## src/core/codec_sap_consts.svh

```systemverilog
`ifndef CODEC_SAP_CONSTS_SVH
`define CODEC_SAP_CONSTS_SVH

// ------------------------------------------------------------
// register map
// ------------------------------------------------------------
`define SAP_CTRL_OFS      8'h00
`define SAP_STAT_OFS      8'h04
`define SAP_CTRL_RST      32'h0000_0000
`define SAP_CTRL_MASK     32'h0003_ffff
`define SAP_RESP_OKAY     2'h0
`define SAP_RESP_SLVERR   2'h2

// ------------------------------------------------------------
// control field positions
// ------------------------------------------------------------
`define SAP_FMT_LSB       0
`define SAP_MASTER_BIT    2
`define SAP_WIDTH_LSB     3
`define SAP_CHAIN_BIT     5
`define SAP_D5MODE_LSB    6
`define SAP_D5OFF_BIT     8
`define SAP_MAINSEL_LSB   9
`define SAP_LLSEL_LSB     12
`define SAP_D5SEL_LSB     15
`define SAP_STAT_FCNT_LSB 16

// ------------------------------------------------------------
// framing and timing
// ------------------------------------------------------------
`define SAP_RX_LAST_BIT   5'd23
`define SAP_SLOT_LAST_BIT 5'd31
`define SAP_RX_BITS       5'd24
`define SAP_CHAIN_DELAY   128
`define SAP_IDX_PRE       10'h3ff
`define SAP_CLK_NS        50
`define SAP_BCLK_HALF_NS  200
`define SAP_BCLK_HALF_CYC (`SAP_BCLK_HALF_NS / `SAP_CLK_NS)

`endif

```

## src/core/codec_sap_pkg.sv

```systemverilog
package codec_sap_pkg;

	// serial formats
	typedef enum logic [1:0] {
		FMT_LJ  = 2'h0,
		FMT_I2S = 2'h1,
		FMT_TDM = 2'h2
	} fmt_e;

	// fifth converter source modes
	typedef enum logic [1:0] {
		D5_TRACK = 2'h0,
		D5_EXT   = 2'h1,
		D5_AUDIO = 2'h2
	} d5_mode_e;

	// pcm output word length in bits
	function automatic logic [4:0] out_bits(input logic [1:0] code);
		case (code)
			2'h0:    out_bits = 5'd16;
			2'h1:    out_bits = 5'd18;
			2'h2:    out_bits = 5'd20;
			default: out_bits = 5'd24;
		endcase
	endfunction

endpackage

```

## src/core/sync2.sv

```systemverilog
// two-stage synchroniser for asynchronous levels
module sync2 #(
	parameter int W = 1
) (
	// clock and reset
	input  wire  logic         clk,
	input  wire  logic         rst_n,
	// levels
	input  wire  logic [W-1:0] d,
	output logic       [W-1:0] q
);

	logic [W-1:0] meta_r;       // first stage, read only by q

	// ------------------------------------------------------------
	// two flops
	// ------------------------------------------------------------
	always_ff @(posedge clk)
	begin
		if (!rst_n)
		begin
			meta_r <= '0;
			q      <= '0;
		end
		else
		begin
			meta_r <= d;
			q      <= meta_r;
		end
	end

endmodule

```

## src/core/codec_serial_audio_port.sv

```systemverilog
`include "codec_sap_consts.svh"

// Contract
// - pcm out 16/18/20/24 bits, in 24 only
// - shift out on fall, sample on rise
// - master pcm slots span 32 bit clocks
// - left justified: msb first edge, left high
// - i2s: msb second edge, left low
// - pcm: inputs 1-2 out a, 3-4 b
// - pcm: in a to dacs 1-2, b 3-4
// - tdm: adc samples in slots 1-4
// - chaining merges up to four devices
// - chaining only while enable bit set
// - tdm slot layout, chained slots repeat input b
// - adc as tdm or two stereo pairs
// - low latency added after delay stage
// - fifth dac: tracking, external, or audio
// - tdm slots 32 clocks, msb justified
// - tdm frame: msb second edge after sync
// - tdm 3-bit source picks slot group
module codec_serial_audio_port
	import codec_sap_pkg::*;
(
	// clock and reset
	input  wire  logic        aclk,
	input  wire  logic        aresetn,
	// axi4-lite write address
	input  wire  logic        awvalid,
	output logic              awready,
	input  wire  logic [7:0]  awaddr,
	input  wire  logic [2:0]  awprot,
	// axi4-lite write data
	input  wire  logic        wvalid,
	output logic              wready,
	input  wire  logic [31:0] wdata,
	input  wire  logic [3:0]  wstrb,
	// axi4-lite write response
	output logic              bvalid,
	input  wire  logic        bready,
	output logic       [1:0]  bresp,
	// axi4-lite read address
	input  wire  logic        arvalid,
	output logic              arready,
	input  wire  logic [7:0]  araddr,
	input  wire  logic [2:0]  arprot,
	// axi4-lite read data
	output logic              rvalid,
	input  wire  logic        rready,
	output logic       [31:0] rdata,
	output logic       [1:0]  rresp,
	// serial link
	input  wire  logic        bclk_in,
	output logic              bclk_out,
	output logic              bclk_oe,
	input  wire  logic        frame_sync_in,
	output logic              frame_sync_out,
	output logic              frame_sync_oe,
	input  wire  logic        serial_in_a,
	input  wire  logic        serial_in_b,
	output logic              serial_out_a,
	output logic              serial_out_b,
	// converter side
	input  wire  logic [23:0] analog_in_one,
	input  wire  logic [23:0] analog_in_two,
	input  wire  logic [23:0] analog_in_three,
	input  wire  logic [23:0] analog_in_four,
	input  wire  logic [23:0] envelope_ref,
	output logic       [23:0] analog_out_one,
	output logic       [23:0] analog_out_two,
	output logic       [23:0] analog_out_three,
	output logic       [23:0] analog_out_four,
	output logic       [23:0] tracking_dac_out,
	output logic              sample_strobe
);

	// ------------------------------------------------------------
	// control fields
	// ------------------------------------------------------------
	logic [31:0] serial_port_control_reg;   // software control word
	logic [1:0]  fmt;                       // selected format code
	logic        is_tdm;                    // tdm format
	logic        is_i2s;                    // i2s format
	logic        master_on;                 // device makes the clocks
	logic        output_chain_enable;       // sidechain active
	logic [4:0]  out_len;                   // pcm output word length
	logic [2:0]  main_dac_slot_select;      // dac1-4 source group
	logic [2:0]  low_latency_slot_select;   // low latency source group
	logic [2:0]  d5_sel;                    // fifth dac source group
	logic [1:0]  d5_mode;                   // fifth dac use
	logic        converter_power_off;       // fifth dac powered down

	assign fmt       = serial_port_control_reg[`SAP_FMT_LSB +: 2];
	assign is_tdm    = (fmt == FMT_TDM);
	assign is_i2s    = (fmt == FMT_I2S);
	assign master_on = serial_port_control_reg[`SAP_MASTER_BIT] & ~is_tdm;
	assign output_chain_enable = serial_port_control_reg[`SAP_CHAIN_BIT] & is_tdm;
	assign out_len   = out_bits(serial_port_control_reg[`SAP_WIDTH_LSB +: 2]);
	assign main_dac_slot_select    = serial_port_control_reg[`SAP_MAINSEL_LSB +: 3];
	assign low_latency_slot_select = serial_port_control_reg[`SAP_LLSEL_LSB +: 3];
	assign d5_sel    = serial_port_control_reg[`SAP_D5SEL_LSB +: 3];
	assign d5_mode   = serial_port_control_reg[`SAP_D5MODE_LSB +: 2];
	assign converter_power_off = serial_port_control_reg[`SAP_D5OFF_BIT];

	// ------------------------------------------------------------
	// pin synchronisers
	// ------------------------------------------------------------
	logic [3:0] pin_s;      // bclk, sync, in a, in b after two flops

	sync2 #(
		.W (4)
	) u_sync (
		.clk   (aclk),
		.rst_n (aresetn),
		.d     ({bclk_in, frame_sync_in, serial_in_a, serial_in_b}),
		.q     (pin_s)
	);

	// ------------------------------------------------------------
	// master clock generator
	// ------------------------------------------------------------
	logic [2:0] div_r;      // aclk cycles within a half bit clock
	logic [5:0] mbit_r;     // bit position within the 64-bit frame
	logic [5:0] mbit_nxt;   // position after the coming falling edge

	assign mbit_nxt = mbit_r + 6'h01;

	// divider, 32 bit clocks per channel half
	always_ff @(posedge aclk)
	begin
		if (!aresetn || !master_on)
		begin
			div_r          <= 3'h0;
			mbit_r         <= 6'h00;
			bclk_out       <= 1'b0;
			frame_sync_out <= 1'b0;
		end
		else if (div_r == 3'(`SAP_BCLK_HALF_CYC - 1))
		begin
			div_r    <= 3'h0;
			bclk_out <= ~bclk_out;
			// sync moves only on the falling edge
			if (bclk_out)
			begin
				mbit_r         <= mbit_nxt;
				frame_sync_out <= is_i2s ? mbit_nxt[5] : ~mbit_nxt[5];
			end
		end
		else
		begin
			div_r <= div_r + 3'h1;
		end
	end

	// pin drivers on while master
	always_ff @(posedge aclk)
	begin
		if (!aresetn)
		begin
			bclk_oe       <= 1'b0;
			frame_sync_oe <= 1'b0;
		end
		else
		begin
			bclk_oe       <= master_on;
			frame_sync_oe <= master_on;
		end
	end

	// ------------------------------------------------------------
	// bit clock edges
	// ------------------------------------------------------------
	logic bclk_now;     // active bit clock level
	logic fs_now;       // active frame sync level
	logic bclk_d_r;     // bit clock one cycle back
	logic rise;         // rising bit clock edge seen
	logic fall;         // falling bit clock edge seen

	assign bclk_now = master_on ? bclk_out : pin_s[3];
	assign fs_now   = master_on ? frame_sync_out : pin_s[2];
	assign rise     = bclk_now & ~bclk_d_r;
	assign fall     = ~bclk_now & bclk_d_r;

	// edge history
	always_ff @(posedge aclk)
	begin
		if (!aresetn)
			bclk_d_r <= 1'b0;
		else
			bclk_d_r <= bclk_now;
	end

	// ------------------------------------------------------------
	// framing at the falling edge
	// ------------------------------------------------------------
	logic       fs_ref_r;   // sync level at the last falling edge
	logic [9:0] idx_r;      // bit index sampled at the next rise
	logic [9:0] nx;         // bit index after this falling edge
	logic       start;      // frame or channel boundary
	logic       chan_left;  // channel now on the wire is left
	logic       frame_evt;  // start of a whole frame

	assign start     = is_tdm ? (fs_now & ~fs_ref_r) : (fs_now ^ fs_ref_r);
	assign chan_left = is_i2s ? ~fs_now : fs_now;
	assign frame_evt = fall & start & (is_tdm | chan_left);

	// lj msb on first rise, i2s and tdm one bit later
	always_comb
	begin
		if (!start)
			nx = idx_r + 10'h001;
		else if (is_tdm || is_i2s)
			nx = `SAP_IDX_PRE;
		else
			nx = 10'h000;
	end

	// position tracking
	always_ff @(posedge aclk)
	begin
		if (!aresetn)
		begin
			fs_ref_r <= 1'b0;
			idx_r    <= `SAP_IDX_PRE;
		end
		else if (fall)
		begin
			fs_ref_r <= fs_now;
			idx_r    <= nx;
		end
	end

	// ------------------------------------------------------------
	// transmit bit selection
	// ------------------------------------------------------------
	logic [23:0] adc_w [4];     // converter samples by channel
	logic [4:0]  tbit;          // bit within the slot
	logic [4:0]  tmsb;          // sample bit for this slot bit
	logic        tx_a;          // next bit for output a
	logic        tx_b;          // next bit for output b
	logic [127:0] dly_r;        // input b delayed by four slots

	assign adc_w[0] = analog_in_one;
	assign adc_w[1] = analog_in_two;
	assign adc_w[2] = analog_in_three;
	assign adc_w[3] = analog_in_four;
	assign tbit     = nx[4:0];
	assign tmsb     = 5'd23 - tbit;

	// msb first, zeros past the word
	always_comb
	begin
		tx_a = 1'b0;
		tx_b = 1'b0;
		if (nx == `SAP_IDX_PRE)
		begin
			tx_a = 1'b0;
		end
		else if (is_tdm)
		begin
			// output b idle in tdm, all on a
			if (nx[9:7] == 3'h0)
			begin
				if (tbit < `SAP_RX_BITS)
					tx_a = adc_w[nx[6:5]][tmsb];
			end
			else if (output_chain_enable && !nx[9])
			begin
				tx_a = dly_r[`SAP_CHAIN_DELAY - 1];
			end
		end
		else if (nx < {5'h00, out_len})
		begin
			tx_a = adc_w[chan_left ? 2'h0 : 2'h1][tmsb];
			tx_b = adc_w[chan_left ? 2'h2 : 2'h3][tmsb];
		end
	end

	// drive data after the falling edge
	always_ff @(posedge aclk)
	begin
		if (!aresetn)
		begin
			serial_out_a <= 1'b0;
			serial_out_b <= 1'b0;
		end
		else if (fall)
		begin
			serial_out_a <= tx_a;
			serial_out_b <= tx_b;
		end
	end

	// ------------------------------------------------------------
	// receive shifting at the rising edge
	// ------------------------------------------------------------
	logic [31:0] sh_a_r;    // recent bits of input a
	logic [31:0] sh_b_r;    // recent bits of input b
	logic [23:0] word_a;    // 24-bit word ending with this bit, a
	logic [23:0] word_b;    // 24-bit word ending with this bit, b
	logic [7:0]  byte_a;    // low byte ending with this bit, a
	logic        rx_ok;     // this rise carries a slot bit

	assign word_a = {sh_a_r[22:0], pin_s[1]};
	assign word_b = {sh_b_r[22:0], pin_s[0]};
	assign byte_a = {sh_a_r[6:0], pin_s[1]};
	assign rx_ok  = rise && (idx_r != `SAP_IDX_PRE);

	// shift registers and chain delay line
	always_ff @(posedge aclk)
	begin
		if (!aresetn)
		begin
			sh_a_r <= 32'h0000_0000;
			sh_b_r <= 32'h0000_0000;
			dly_r  <= '0;
		end
		else if (rx_ok)
		begin
			sh_a_r <= {sh_a_r[30:0], pin_s[1]};
			sh_b_r <= {sh_b_r[30:0], pin_s[0]};
			dly_r  <= {dly_r[`SAP_CHAIN_DELAY - 2:0], pin_s[0]};
		end
	end

	// ------------------------------------------------------------
	// word capture and routing
	// ------------------------------------------------------------
	logic [23:0] main_r [4];    // dac1-4 words from the link
	logic [23:0] ll_r [4];      // low latency words
	logic [3:0]  rslot;         // tdm slot of this rise
	logic        at_word;       // 24th bit of a slot
	logic        at_end;        // last bit of a slot

	assign rslot   = idx_r[8:5];
	assign at_word = rx_ok && (idx_r[4:0] == `SAP_RX_LAST_BIT);
	assign at_end  = rx_ok && (idx_r[4:0] == `SAP_SLOT_LAST_BIT);

	// main and low latency paths
	always_ff @(posedge aclk)
	begin
		if (!aresetn)
		begin
			for (int i = 0; i < 4; i++)
			begin
				main_r[i] <= 24'h000000;
				ll_r[i]   <= 24'h000000;
			end
		end
		else if (!is_tdm)
		begin
			// pcm has no low latency stream
			for (int i = 0; i < 4; i++)
				ll_r[i] <= 24'h000000;
			if (at_word && idx_r[9:5] == 5'h00)
			begin
				main_r[chan_left ? 0 : 1] <= word_a;
				main_r[chan_left ? 2 : 3] <= word_b;
			end
		end
		else if (at_word && !idx_r[9])
		begin
			// four consecutive slots per source group
			if (rslot[3:2] == main_dac_slot_select[1:0])
				main_r[rslot[1:0]] <= main_dac_slot_select[2] ? word_b : word_a;
			if (rslot[3:2] == low_latency_slot_select[1:0])
				ll_r[rslot[1:0]] <= low_latency_slot_select[2] ? word_b : word_a;
		end
	end

	// fifth converter words from input a
	logic [23:0] d5_ext_r;      // tracking word from slot low bytes
	logic [23:0] d5_aud_r;      // audio word from the group's first slot
	logic        d5_hit;        // slot belongs to the fifth dac group

	assign d5_hit = is_tdm && !idx_r[9] && !d5_sel[2] && (rslot[3:2] == d5_sel[1:0]);

	// low bytes of three slots form one word
	always_ff @(posedge aclk)
	begin
		if (!aresetn)
		begin
			d5_ext_r <= 24'h000000;
			d5_aud_r <= 24'h000000;
		end
		else if (d5_hit)
		begin
			if (at_word && rslot[1:0] == 2'h0)
				d5_aud_r <= word_a;
			if (at_end)
			begin
				case (rslot[1:0])
					2'h0:    d5_ext_r[23:16] <= byte_a;
					2'h1:    d5_ext_r[15:8]  <= byte_a;
					2'h2:    d5_ext_r[7:0]   <= byte_a;
					default: d5_ext_r        <= d5_ext_r;
				endcase
			end
		end
	end

	// ------------------------------------------------------------
	// converter outputs, updated once per frame
	// ------------------------------------------------------------
	logic [23:0] out_r [4];     // dac1-4 output words
	logic [15:0] frame_cnt_r;   // frames seen

	assign analog_out_one   = out_r[0];
	assign analog_out_two   = out_r[1];
	assign analog_out_three = out_r[2];
	assign analog_out_four  = out_r[3];

	// sum past the delay stage, wraps on overflow
	always_ff @(posedge aclk)
	begin
		if (!aresetn)
		begin
			for (int i = 0; i < 4; i++)
				out_r[i] <= 24'h000000;
			tracking_dac_out <= 24'h000000;
			sample_strobe    <= 1'b0;
			frame_cnt_r      <= 16'h0000;
		end
		else
		begin
			sample_strobe <= frame_evt;
			if (frame_evt)
			begin
				frame_cnt_r <= frame_cnt_r + 16'h0001;
				for (int i = 0; i < 4; i++)
					out_r[i] <= main_r[i] + ll_r[i];
				// fifth dac source
				if (converter_power_off)
					tracking_dac_out <= 24'h000000;
				else if (d5_mode == D5_TRACK)
					tracking_dac_out <= envelope_ref;
				else if (!is_tdm)
					tracking_dac_out <= 24'h000000;
				else if (d5_mode == D5_EXT)
					tracking_dac_out <= d5_ext_r;
				else
					tracking_dac_out <= d5_aud_r;
			end
		end
	end

	// ------------------------------------------------------------
	// axi4-lite write channel
	// ------------------------------------------------------------
	logic [7:0] wa_r;       // held write address
	logic [31:0] wd_r;      // held write data
	logic [3:0] ws_r;       // held byte strobes
	logic       aw_have_r;  // address taken
	logic       w_have_r;   // data taken

	// take address and data in either order
	always_ff @(posedge aclk)
	begin
		if (!aresetn)
		begin
			awready   <= 1'b0;
			wready    <= 1'b0;
			aw_have_r <= 1'b0;
			w_have_r  <= 1'b0;
			wa_r      <= 8'h00;
			wd_r      <= 32'h0000_0000;
			ws_r      <= 4'h0;
			bvalid    <= 1'b0;
			bresp     <= `SAP_RESP_OKAY;
			serial_port_control_reg <= `SAP_CTRL_RST;
		end
		else
		begin
			if (awvalid && awready)
			begin
				wa_r      <= awaddr;
				aw_have_r <= 1'b1;
				awready   <= 1'b0;
			end
			else if (!aw_have_r && !bvalid)
				awready <= 1'b1;
			if (wvalid && wready)
			begin
				wd_r     <= wdata;
				ws_r     <= wstrb;
				w_have_r <= 1'b1;
				wready   <= 1'b0;
			end
			else if (!w_have_r && !bvalid)
				wready <= 1'b1;
			// commit once both halves are held
			if (aw_have_r && w_have_r && !bvalid)
			begin
				aw_have_r <= 1'b0;
				w_have_r  <= 1'b0;
				bvalid    <= 1'b1;
				if (wa_r == `SAP_CTRL_OFS)
				begin
					bresp <= `SAP_RESP_OKAY;
					for (int b = 0; b < 4; b++)
						if (ws_r[b])
							serial_port_control_reg[b*8 +: 8] <=
								wd_r[b*8 +: 8] & 8'(`SAP_CTRL_MASK >> (b*8));
				end
				else if (wa_r == `SAP_STAT_OFS)
					bresp <= `SAP_RESP_OKAY;
				else
					bresp <= `SAP_RESP_SLVERR;
			end
			else if (bvalid && bready)
				bvalid <= 1'b0;
		end
	end

	// ------------------------------------------------------------
	// axi4-lite read channel
	// ------------------------------------------------------------
	always_ff @(posedge aclk)
	begin
		if (!aresetn)
		begin
			arready <= 1'b0;
			rvalid  <= 1'b0;
			rdata   <= 32'h0000_0000;
			rresp   <= `SAP_RESP_OKAY;
		end
		else if (arvalid && arready)
		begin
			arready <= 1'b0;
			rvalid  <= 1'b1;
			if (araddr == `SAP_CTRL_OFS)
			begin
				rdata <= serial_port_control_reg;
				rresp <= `SAP_RESP_OKAY;
			end
			else if (araddr == `SAP_STAT_OFS)
			begin
				// frame count high, live mode bits low
				rdata <= {frame_cnt_r, 13'h0000, output_chain_enable, master_on, is_tdm};
				rresp <= `SAP_RESP_OKAY;
			end
			else
			begin
				rdata <= 32'h0000_0000;
				rresp <= `SAP_RESP_SLVERR;
			end
		end
		else if (rvalid && rready)
		begin
			rvalid  <= 1'b0;
			arready <= 1'b1;
		end
		else if (!rvalid)
			arready <= 1'b1;
	end

endmodule

```

## config.mk

```make
export PLATFORM = sky130hd
export DESIGN_NAME = codec_serial_audio_port
export DESIGN_NICKNAME = d
export VERILOG_FILES = /design/src/core/codec_sap_pkg.sv /design/src/core/sync2.sv /design/src/core/codec_serial_audio_port.sv
export VERILOG_INCLUDE_DIRS = /design/src /design/src/core
export SDC_FILE = /design/constraint.sdc
export NUM_CORES = 1
export LEC_CHECK = 0
export ABC_AREA = 1
export BUFFER_PORTS_ARGS = -buffer_cell sky130_fd_sc_hd__buf_2
export CORE_MARGIN = 2
export CORE_UTILIZATION = 30
export CTS_CLUSTER_DIAMETER = 100
export CTS_CLUSTER_SIZE = 20
export DETAILED_ROUTE_END_ITERATION = 10
export GPL_ROUTABILITY_DRIVEN = 0
export SYNTH_ARGS = -nofsm -noshare
export SYNTH_HDL_FRONTEND = slang
export SYNTH_SLANG_ARGS = --single-unit
```

## constraint.sdc

```tcl
create_clock -name aclk -period 14.6 [get_ports aclk]
set_clock_uncertainty 0.15 [all_clocks]
set_input_delay 1.46 -clock aclk [delete_from_list [all_inputs] [get_ports aclk]]
set_output_delay 1.46 -clock aclk [all_outputs]
set_load 0.05 [all_outputs]
```

======== Word-level counts from Yosys, hierarchy flattened ========
Memories as Yosys holds them, arrays and structs flattened.
Cells that the tools add are included.
cells by class
  bitwise operators ....................... 28
  muxes and demuxes ....................... 95
  $lt $le $gt $ge ......................... 6
  equality and inequality tests ........... 18
  add/subtract/negate cells ............... 9
  reduce and logical (&&, ||, !) cells .... 55
operators with widths
  kind                                                      count
  2-to-1 mux 24 bit                                         24
  binary-select mux 24 bit (select 2 bit)                   3
  adder 24 bit                                              4
  OR reduction 24 bit                                       4
  2-to-1 mux 32 bit                                         2
  2-to-1 mux 1 bit                                          52
  2-to-1 mux 10 bit                                         2
  logical AND 1 bit                                         19
  AND reduction 3 bit                                       6
  adder 16 x 1 -> 16 bit, second input constant             1
  equality test 8 x 3 -> 1 bit, second input constant       2
  zero test 8 bit                                           2
  2-to-1 mux 2 bit                                          8
  binary-select mux 1 bit (select 5 bit)                    3
  one-hot mux 4 bit (3 select lines)                        1
  adder 10 x 1 -> 10 bit, second input constant             1
  equality test 10 bit, second input constant               1
  equality test 5 bit, second input constant                2
  < comparator 10 x 5 -> 1 bit                              1
  != test 10 bit, second input constant                     1
  OR reduction 2 bit                                        5
  greater-or-equal comparator 3 bit, second input constant  3
  bitwise OR 1 bit                                          9
  equality test 2 x 1 -> 1 bit, second input constant       4
  other kinds (21)                                          51
storage, ports and cells
  register bits after elaboration ......... 387
  logic and storage cells ................. 252
  RAM bits ................................ 288
  memories kept ........................... 3
memory list
  name    words  bits a word  rd ports  clocked after memory_dff  wr ports  line                            RTL
  ll_r    4      24           4         0                         4         codec_serial_audio_port.sv:329  logic [23:0] ll_r [4];
  main_r  4      24           4         0                         4         codec_serial_audio_port.sv:328  logic [23:0] main_r [4];
  out_r   4      24           4         0                         4         codec_serial_audio_port.sv:404  logic [23:0] out_r [4];

======== Depth between registers and ports, before layout ========
Gate-level depths: netlist (run 1).
  depth in word-level cells ............... 17
  depth in mapped cells ................... 28
  mapped depth without buffers ............ 26

======== Cells and area by module ========
Synthesis (run 1) repeated with hierarchy kept, for this count alone.
unflattened totals
  cell total of the unflattened synthesis .. 3762
  area total of the unflattened synthesis .. 31214.9 µm²
modules (own cells, without submodules)
  module                   instances  area each (µm²)  seq. area each (µm²)  cells each
  codec_serial_audio_port  1          30989.7          15735.1               3737
  sync2                    1          225.2            160.2                 25

======== Worst setup path after synthesis (run 1) ========
Ideal clock, no wire load.
  path type ............................... input-to-reg
  start point ............................. input port aresetn
  end point ............................... memory out_r[0][0], enable pin
  arrival time ............................ 4.039 ns
  library setup time ...................... 0.450 ns
  setup slack ............................. 9.961 ns
  stages .................................. 5
  buffers on the path ..................... 2
  data required time ...................... 14.000 ns
  path through ............................ clkbuf_1 inv_1 buf_1 nor2_2 inv_1
RTL lines
  element          line                            RTL
  start, declared  codec_serial_audio_port.sv:26   input wire logic aresetn,
  end, declared    codec_serial_audio_port.sv:404

==> metrics.txt, run 1 <==
# TYPE chip_impl_metric gauge
chip_impl_metric{name="max_cap_violations",unit=""} 0
chip_impl_metric{name="io_pins",unit=""} 357
chip_impl_metric{name="drt_first_pass_iters",unit=""} 7
chip_impl_metric{name="synthDistinctLibCells",unit=""} 62
chip_impl_metric{name="synth-seq-cells",unit=""} 650
chip_impl_metric{name="via_count",unit=""} 25770
chip_impl_metric{name="synthesis.instances",unit=""} 3723
chip_impl_info{name="clock-root-buffer",value="clkbuf_16"} 1
chip_impl_metric{name="gr-usage-all-layers",unit="%"} 16.17
chip_impl_metric{name="power_per_cell_area",unit="nW/um^2"} 99.70
chip_impl_metric{name="static-leakage-power",unit="nW"} 14.37
chip_impl_metric{name="area.growth.synth_to_final",unit="%"} 12.62
chip_impl_metric{name="io_buffer_count",unit=""} 333
chip_impl_metric{name="floorplan.core_area",unit="sq um"} 103200
chip_impl_metric{name="maxSlewViolCount",unit=""} 0
chip_impl_metric{name="worst_path_largest_cell_delay",unit="ns"} 1.13
chip_impl_metric{name="finalWorstPathRequiredPeriod",unit="ns"} 5.234
chip_impl_metric{name="die_x",unit="um"} 326.1
chip_impl_metric{name="tritoncts_num_sinks",unit=""} 650
chip_impl_info{name="grt_setup_unrepaired",value="false"} 1
chip_impl_metric{name="maxClockFrequency",unit="GHz"} 0.1910
chip_impl_metric{name="reg2reg_slack",unit="ns"} 9.37
chip_impl_metric{name="power.combinational.fraction",unit="%"} 10.9
chip_impl_metric{name="required_arrival_time_at_the_worst_endpoint",unit="ns"} 14.66
chip_impl_metric{name="final_layout_size_suffix_gt1_share",unit="%"} 12.63
chip_impl_info{name="library_cell_contributing_the_largest_single_delay_on_the_critical_path",value="nand2_1"} 1
chip_impl_info{name="synth_common_cells",value="568 x nor2_1, 538 x nand2_1, 407 x o21ai_0"} 1
chip_impl_metric{name="tightest_pin_transition",unit="ns"} 1.192
chip_impl_metric{name="ys.warnings.count",unit=""} 0
chip_impl_metric{name="detail_route.wl_per_cell",unit="um"} 16.65
chip_impl_metric{name="p_clk_share",unit="%"} 32.7
chip_impl_metric{name="yosys.area.top_type_share",unit="%"} 27.79
chip_impl_metric{name="initial_utilization",unit="%"} 30.16
chip_impl_metric{name="num-nets-final",unit=""} 4229
chip_impl_metric{name="post-cts-setup-buffer-count",unit=""} 0
chip_impl_info{name="cts_tree",value="built"} 1
chip_impl_metric{name="die_h",unit="um"} 326.1
chip_impl_metric{name="ys_seq_area_share",unit="%"} 51.07
chip_impl_metric{name="worst_slack",unit="ns"} 9.366
chip_impl_info{name="crit_path_start",value="serial_port_control_reg[0]"} 1
chip_impl_info{name="hold_path_class",value="flip-flop to flip-flop"} 1
chip_impl_metric{name="initial_antenna_violation_count",unit=""} 11
chip_impl_metric{name="cts.hold.buffers_added",unit=""} 0
chip_impl_info{name="post_synth_main_area_contributors",value="edfxtp_1 28%, dfxtp_1 23%, nor2_1 6.9%"} 1
chip_impl_metric{name="layoutNonFillerInstCount",unit=""} 5335
chip_impl_metric{name="worstPathBufferInverterCount",unit=""} 2
chip_impl_metric{name="htree_levels",unit=""} 2
chip_impl_metric{name="cts-buffers-inserted",unit=""} 40
chip_impl_metric{name="switching_share",unit="%"} 26.22
chip_impl_metric{name="clk_pin_slew",unit="ns"} 0.09
chip_impl_metric{name="post_synth.cell_area_avg",unit="sq um"} 8.359
chip_impl_metric{name="row_count",unit=""} 118
chip_impl_info{name="setup.worst_path.start_class",value="flip-flop"} 1
chip_impl_metric{name="max-vdd-ir-drop",unit="mV"} 0.07149
chip_impl_metric{name="placedCellCount",unit=""} 5270
chip_impl_metric{name="syn-cell-area",unit="sq um"} 31120
chip_impl_info{name="largest-register",value="dly_r"} 1
chip_impl_info{name="cp-end-kind",value="flip-flop"} 1
chip_impl_metric{name="synth-edff-count",unit=""} 288
chip_impl_metric{name="grt_first_pass_wirelength",unit="mm"} 136.8
chip_impl_info{name="synth-main-ff-cell",value="dfxtp_1"} 1
chip_impl_metric{name="first_iter_violations",unit=""} 2251
chip_impl_info{name="min-delay-start",value="u_sync.meta_r[0]"} 1
chip_impl_metric{name="setup-tns-final",unit="ns"} 0
chip_impl_info{name="critical_path_class",value="flip-flop to flip-flop"} 1
chip_impl_metric{name="grt-ovfl-total",unit=""} 0
chip_impl_metric{name="first_global_vias",unit=""} 23570
chip_impl_info{name="synth.most_common_cell",value="nor2_1"} 1
chip_impl_metric{name="cts_resized",unit=""} 0
chip_impl_metric{name="number_of_vias_per_cell_after_detailed_routing",unit=""} 4.830
chip_impl_info{name="top_cell_type_by_total_area_after_synthesis",value="edfxtp_1"} 1
chip_impl_metric{name="postRouteWirelength",unit="mm"} 88.84
chip_impl_metric{name="intPower",unit="mW"} 2.578
chip_impl_metric{name="power_switching",unit="mW"} 0.9162
chip_impl_metric{name="grt_max_degree",unit=""} 127
chip_impl_metric{name="synth-async-reset-ratio",unit="%"} 0
chip_impl_metric{name="slew-limit-headroom",unit="%"} 19.67
chip_impl_metric{name="final.period_utilization",unit="%"} 35.85
chip_impl_metric{name="post-route-drc-count",unit=""} 0
chip_impl_metric{name="pre_cts_setup_slack",unit="ns"} 9.062
chip_impl_info{name="r2r_start",value="serial_port_control_reg[0]"} 1
chip_impl_metric{name="arrival_worst_endpoint",unit="ns"} 5.29
chip_impl_metric{name="setup-violations-final",unit=""} 0
chip_impl_info{name="timing.critical_path.max_delay_family",value="simple AND/OR/NAND/NOR gates"} 1
chip_impl_info{name="critical_path.cell_chain",value="inv_1, ha_1, inv_8, nand2_4, o21ai_2, nor2_2, nand2_4, nor2_4, nand2_2, nor3_1, nand2_1, nand2_1"} 1
chip_impl_metric{name="dp_hpwl",unit="mm"} 64.13
chip_impl_metric{name="die_area",unit="sq um"} 106300
chip_impl_metric{name="seq_power_share",unit="%"} 56.3
chip_impl_metric{name="max_ffs_per_register",unit=""} 128
chip_impl_metric{name="cts_buffer_depth",unit=""} 3
chip_impl_metric{name="clk_latency",unit="ns"} 0.60
chip_impl_metric{name="critical_path.max_fanout",unit=""} 73
chip_impl_info{name="run_status",value="completed"} 1
chip_impl_metric{name="final-hold-violation-count",unit=""} 0
chip_impl_metric{name="antenna_left",unit=""} 0
-- stage by stage --
step	power [mW]	hold WS (ns)	area [sq um]	utilization, %
floorplan	2.274	0.2405	31130	-
global placement	2.389	0.2499	33900	32.85
detailed placement	2.391	0.2601	33900	32.85
CTS	3.539	0.2817	35040	33.95
global route	3.653	0.2964	35050	33.96
finish	3.494	0.2693	35050	33.96
-- worst min-delay path: cells and delay by family (launching register included) --
family	cells	cell delay [ns]
AND/OR/NAND/NOR	1	0.05
buffers and inverters	1	0.04
flip-flops	1	0.32
-- final timing paths --
kind / to / cells past startpoint
hold reg to reg: u_sync.q[0] / 2
setup reg to reg: ll_r[1][16] / 12
hold / removal: u_sync.q[0] / 2
setup / recovery: ll_r[1][16] / 12
-- cell families (layout without fill, tap and decap cells) --
kind of cell,count (synthesis),after routing,share of synthesized area (%)
buf+inv,542,768,6.951
compound gates,941,941,16.94
other cells,1,7,0.01205
fa+ha+maj,108,108,4.438
xor+xnor,43,43,1.210
flops,650,650,51.07
simple gates,1438,1438,19.38
-- final cells by class --
type	instances	area (sq um)
fillers	10740	68150
flip-flops and latches	650	15900
multi-input cells	2532	13080
repair buffers	360	1876
well taps	1380	1727
inverters	348	1323
clock buffers	56	1082
clock inverters	4	57.56
diodes	5	12.51
-- per-layer routing --
layer	share of wire, %	vias up	routed length (um)	track usage [%]
li1	-	13010	-	-
met2	46	686	41230	26.84
met1	46	11930	40460	21.96
met4	2.4	8	2131	3.957
met3	5.6	131	4970	2.545
met5	0.056	-	50	0
-- cell usage in the layout (no fill, tap or decap), types with 41 or more instances in the layout --
| cell | instances |
|---|---|
| buf_2 | 332 |
| nor2_1 | 566 |
| edfxtp_1 | 288 |
| ha_1 | 104 |
| o21ai_0 | 407 |
| a21oi_1 | 307 |
| clkbuf_16 | 41 |
| o211ai_1 | 69 |
| dfxtp_1 | 362 |
| nand3_1 | 206 |
| nand2_1 | 538 |
| inv_1 | 331 |
-- power groups by stage --
| stage | Combinational (mW) | Sequential [mW] | Clock, mW |
|---|---|---|---|
| after global placement | 0.379 | 2.01 | 0 |
| after global routing | 0.427 | 1.98 | 1.25 |
| after floorplan | 0.223 | 2.05 | 0 |
| final | 0.382 | 1.97 | 1.14 |
| after detailed placement | 0.380 | 2.01 | 0 |
| after CTS | 0.382 | 1.97 | 1.19 |
No activity file was read; power rests on OpenSTA's default activity.
==> run 2, diff against run 1 <==
--- a/config.mk
+++ b/config.mk
@@ -6,7 +6,7 @@
 export SDC_FILE = /design/constraint.sdc
 export NUM_CORES = 1
 export LEC_CHECK = 0
-export ABC_AREA = 1
+export ABC_AREA = 0
 export BUFFER_PORTS_ARGS = -buffer_cell sky130_fd_sc_hd__buf_2
 export CORE_MARGIN = 2
 export CORE_UTILIZATION = 30
==> constraint.sdc (replaced) <==
create_clock -name aclk -period 4.37 [get_ports aclk]
set_clock_uncertainty 0.15 [all_clocks]
set_input_delay 0.437 -clock aclk [delete_from_list [all_inputs] [get_ports aclk]]
set_output_delay 0.437 -clock aclk [all_outputs]
set_load 0.05 [all_outputs]
==> run 2 against run 1 <==
- non-clock buffer count up 87
- sequential power rose to 3.3 times the previous value
- critical path depth up 4
- global-route usage increased by 0.49 points
- fmax up 27%
- final cell count decreased by 7.2%
- largest power group unchanged
- count of clock-buffer cells in the layout did not move
- sequential cell count stayed put
- power rose to 3.3 times the previous value
- worst hold slack got worse by 0.21 ns
- combinational power increased to 2.9 times the previous value
- critical endpoint is now serial_out_a
- sequential share of layout area is 0.44 points lower
==> metrics.txt, run 2 <==
# TYPE chip_impl_metric gauge
chip_impl_info{name="run_status",value="completed"} 1
chip_impl_metric{name="number_of_vias_per_cell_after_detailed_routing",unit=""} 5.020
chip_impl_metric{name="die_h",unit="um"} 323.1
chip_impl_metric{name="grt-ovfl-total",unit=""} 0
chip_impl_metric{name="tritoncts_num_sinks",unit=""} 650
chip_impl_metric{name="io_pins",unit=""} 357
chip_impl_metric{name="clk_pin_slew",unit="ns"} 0.09
chip_impl_info{name="grt_setup_unrepaired",value="false"} 1
chip_impl_metric{name="reg2reg_depth",unit=""} 16
chip_impl_info{name="critical_path_class",value="flip-flop to flip-flop"} 1
chip_impl_metric{name="postRouteWirelength",unit="mm"} 89.28
chip_impl_metric{name="via_count",unit=""} 24850
chip_impl_metric{name="max_ffs_per_register",unit=""} 128
chip_impl_metric{name="grt_max_degree",unit=""} 89
chip_impl_metric{name="grt_first_pass_wirelength",unit="mm"} 136.9
chip_impl_info{name="setup.worst_path.start_class",value="flip-flop"} 1
chip_impl_metric{name="max_cap_violations",unit=""} 0
chip_impl_metric{name="synthDistinctLibCells",unit=""} 88
chip_impl_metric{name="finalWorstPathRequiredPeriod",unit="ns"} 4.128
chip_impl_metric{name="post-cts-setup-buffer-count",unit=""} 0
chip_impl_metric{name="slew-limit-headroom",unit="%"} 24.17
chip_impl_metric{name="placedCellCount",unit=""} 4833
chip_impl_metric{name="arrival_worst_endpoint",unit="ns"} 4.50
chip_impl_metric{name="synth-async-reset-ratio",unit="%"} 0
chip_impl_metric{name="synthesis.instances",unit=""} 3253
chip_impl_metric{name="ys.warnings.count",unit=""} 0
chip_impl_info{name="largest-register",value="dly_r"} 1
chip_impl_metric{name="first_global_vias",unit=""} 23330
chip_impl_metric{name="post-layout-total-power",unit="mW"} 11.48
chip_impl_metric{name="floorplan.core_area",unit="sq um"} 101300
chip_impl_metric{name="synth-edff-count",unit=""} 288
chip_impl_metric{name="required_arrival_time_at_the_worst_endpoint",unit="ns"} 4.74
chip_impl_metric{name="io_buffer_count",unit=""} 333
chip_impl_metric{name="clk_latency",unit="ns"} 0.62
chip_impl_info{name="clock-root-buffer",value="clkbuf_16"} 1
chip_impl_metric{name="initial_utilization",unit="%"} 30.15
chip_impl_metric{name="die_x",unit="um"} 323.1
chip_impl_metric{name="ys_seq_area_share",unit="%"} 52.05
chip_impl_metric{name="static-leakage-power",unit="nW"} 13.59
chip_impl_metric{name="num-nets-final",unit=""} 3851
chip_impl_metric{name="setup-tns-final",unit="ns"} 0
chip_impl_metric{name="first_iter_violations",unit=""} 2149
chip_impl_metric{name="min_path_cells",unit=""} 4
chip_impl_info{name="highest_count_cells_in_the_layout_ignoring_fill_and_taps",value="627 x nand2_1, 371 x a21oi_1, 361 x dfxtp_1"} 1
chip_impl_metric{name="area.growth.synth_to_final",unit="%"} 15.89
chip_impl_metric{name="synth-seq-cells",unit=""} 650
chip_impl_info{name="cp-end-kind",value="flip-flop"} 1
chip_impl_metric{name="htree_levels",unit=""} 2
chip_impl_metric{name="row_count",unit=""} 117
chip_impl_metric{name="gr-usage-all-layers",unit="%"} 16.67
chip_impl_metric{name="die_area",unit="sq um"} 104400
chip_impl_info{name="cts_tree",value="built"} 1
chip_impl_metric{name="maxClockFrequency",unit="GHz"} 0.2422
chip_impl_info{name="final_common_cell",value="nand2_1"} 1
chip_impl_metric{name="critical_path.max_fanout",unit=""} 11
chip_impl_metric{name="final-hold-violation-count",unit=""} 0
chip_impl_metric{name="cts-buffers-inserted",unit=""} 40
chip_impl_metric{name="tightest_pin_transition",unit="ns"} 1.132
chip_impl_info{name="synth-main-ff-cell",value="dfxtp_1"} 1
chip_impl_metric{name="drt_first_pass_iters",unit=""} 6
chip_impl_metric{name="post_synth.cell_area_avg",unit="sq um"} 9.388
chip_impl_info{name="post_synth_main_area_contributors",value="edfxtp_1 28%, dfxtp_1 24%, nand2_1 7.7%"} 1
chip_impl_metric{name="final.period_utilization",unit="%"} 94.47
chip_impl_metric{name="maxSlewViolCount",unit=""} 0
chip_impl_info{name="hold_path_class",value="input pin to flip-flop"} 1
chip_impl_metric{name="layoutNonFillerInstCount",unit=""} 4951
chip_impl_info{name="synth.most_common_cell",value="nand2_1"} 1
chip_impl_info{name="top_cell_type_by_total_area_after_synthesis",value="edfxtp_1"} 1
chip_impl_metric{name="power_per_cell_area",unit="nW/um^2"} 324.4
chip_impl_metric{name="cts_buffer_depth",unit=""} 3
chip_impl_metric{name="antenna_left",unit=""} 0
chip_impl_metric{name="post-route-drc-count",unit=""} 0
chip_impl_metric{name="syn-cell-area",unit="sq um"} 30540
chip_impl_metric{name="yosys.area.top_type_share",unit="%"} 28.32
chip_impl_metric{name="max-vdd-ir-drop",unit="mV"} 0.2426
chip_impl_metric{name="setup-violations-final",unit=""} 0
chip_impl_metric{name="detail_route.wl_per_cell",unit="um"} 18.03
chip_impl_info{name="synth_common_cells",value="628 x nand2_1, 372 x a21oi_1, 362 x dfxtp_1"} 1
chip_impl_metric{name="final_layout_size_suffix_gt1_share",unit="%"} 13.89
chip_impl_metric{name="dp_hpwl",unit="mm"} 64.92
chip_impl_metric{name="initial_antenna_violation_count",unit=""} 7
run 2: changes by cell type in the layout (fill, tap and decap cells not counted), sizes merged, moves of 45 or more:
cell	before	now
nand2	552	630
o211ai	69	20
inv	346	55
dlygate4sd3	0	47
nand2b	0	45
o21ai	452	99
a21oi	308	376
nand3	210	82
nor2	577	320
a22o	0	62
mux2i	0	82
run 2: path summary, 6_finish.rpt:
check	end	slack [ns]	start
worst min-delay path	awready	0.06	awvalid
worst max-delay path	serial_out_a	0.24	serial_port_control_reg[0]
worst max register to register	serial_out_a	0.24	serial_port_control_reg[0]
worst min register to register	u_sync.q[1]	0.29	u_sync.meta_r[1]
run 2: layout make-up:
| type | instances | area (sq um) |
|---|---|---|
| tap | 1368 | 1712 |
| timing repair buffer | 447 | 2678 |
| fill | 10430 | 65910 |
| inverter | 51 | 202.7 |
| sequential | 650 | 15900 |
| clock buffer | 56 | 1082 |
| antenna | 6 | 15.01 |
| multi-input combinational | 2364 | 13710 |
| clock inverter | 9 | 96.34 |
run 2: per-layer routing:
metal  global-route usage (%)  part of all wire, %
met5                        0                    0
met4                    5.685                  3.4
met3                    2.680                  6.3
met2                    25.62                   44
met1                    23.69                   47
run 2: cell families after synthesis:
logic type | count (synthesis) | share of synthesized area [%]
buffers and inverters | 240 | 3.183
flip-flops | 650 | 52.05
multiplexers | 88 | 3.142
AO/OA/AOI/OAI | 804 | 16.38
other | 1 | 0.01228
AND/OR/NAND/NOR | 1271 | 18.10
adder cells (fa/ha/maj) | 108 | 4.523
XOR/XNOR | 91 | 2.610
run 2: timing repair:
item / in CTS / in global routing
endpoints found under the setup margin: 0 / 1
hold endpoints to repair: 38 / 0
gates resized for setup: 0 / 2
hold buffers: 47 / 0
run 2: metrics by stage:
stage | hold WS [ns] | cell area [sq um] | setup WS, ns | util [%]
3_5_place_dp | 0.2702 | 33720 | 0.2900 | 33.29
6_report | 0.05624 | 35390 | 0.2419 | 34.94
5_1_grt | 0.07845 | 35390 | 0.01140 | 34.94
2_1_floorplan | 0.2543 | 30550 | 0.09451 | -
3_3_place_gp | 0.2687 | 33720 | 0.3081 | 33.29
4_1_cts | 0.008436 | 35370 | 0.2455 | 34.92
run 2: critical path: stages, from the launching register on:
cell,delay [ns]
dfxtp_1,0.38
inv_1,0.06
ha_2,0.20
nand2b_2,0.25
nand2_1,0.10
nand2_1,0.07
ha_1,0.29
nor2_1,0.21
nor2_2,0.16
a31oi_1,0.83
buf_4,0.27
mux2i_1,0.18
a211oi_1,0.08
o211ai_1,0.23
nand3_1,0.17
and4_4,0.19
o221a_1,0.21
run 2: power breakdown:
group | internal [mW] | switching [mW]
registers | 6.40 | 0.0489
logic | 0.371 | 0.736
clock network | 1.80 | 2.13
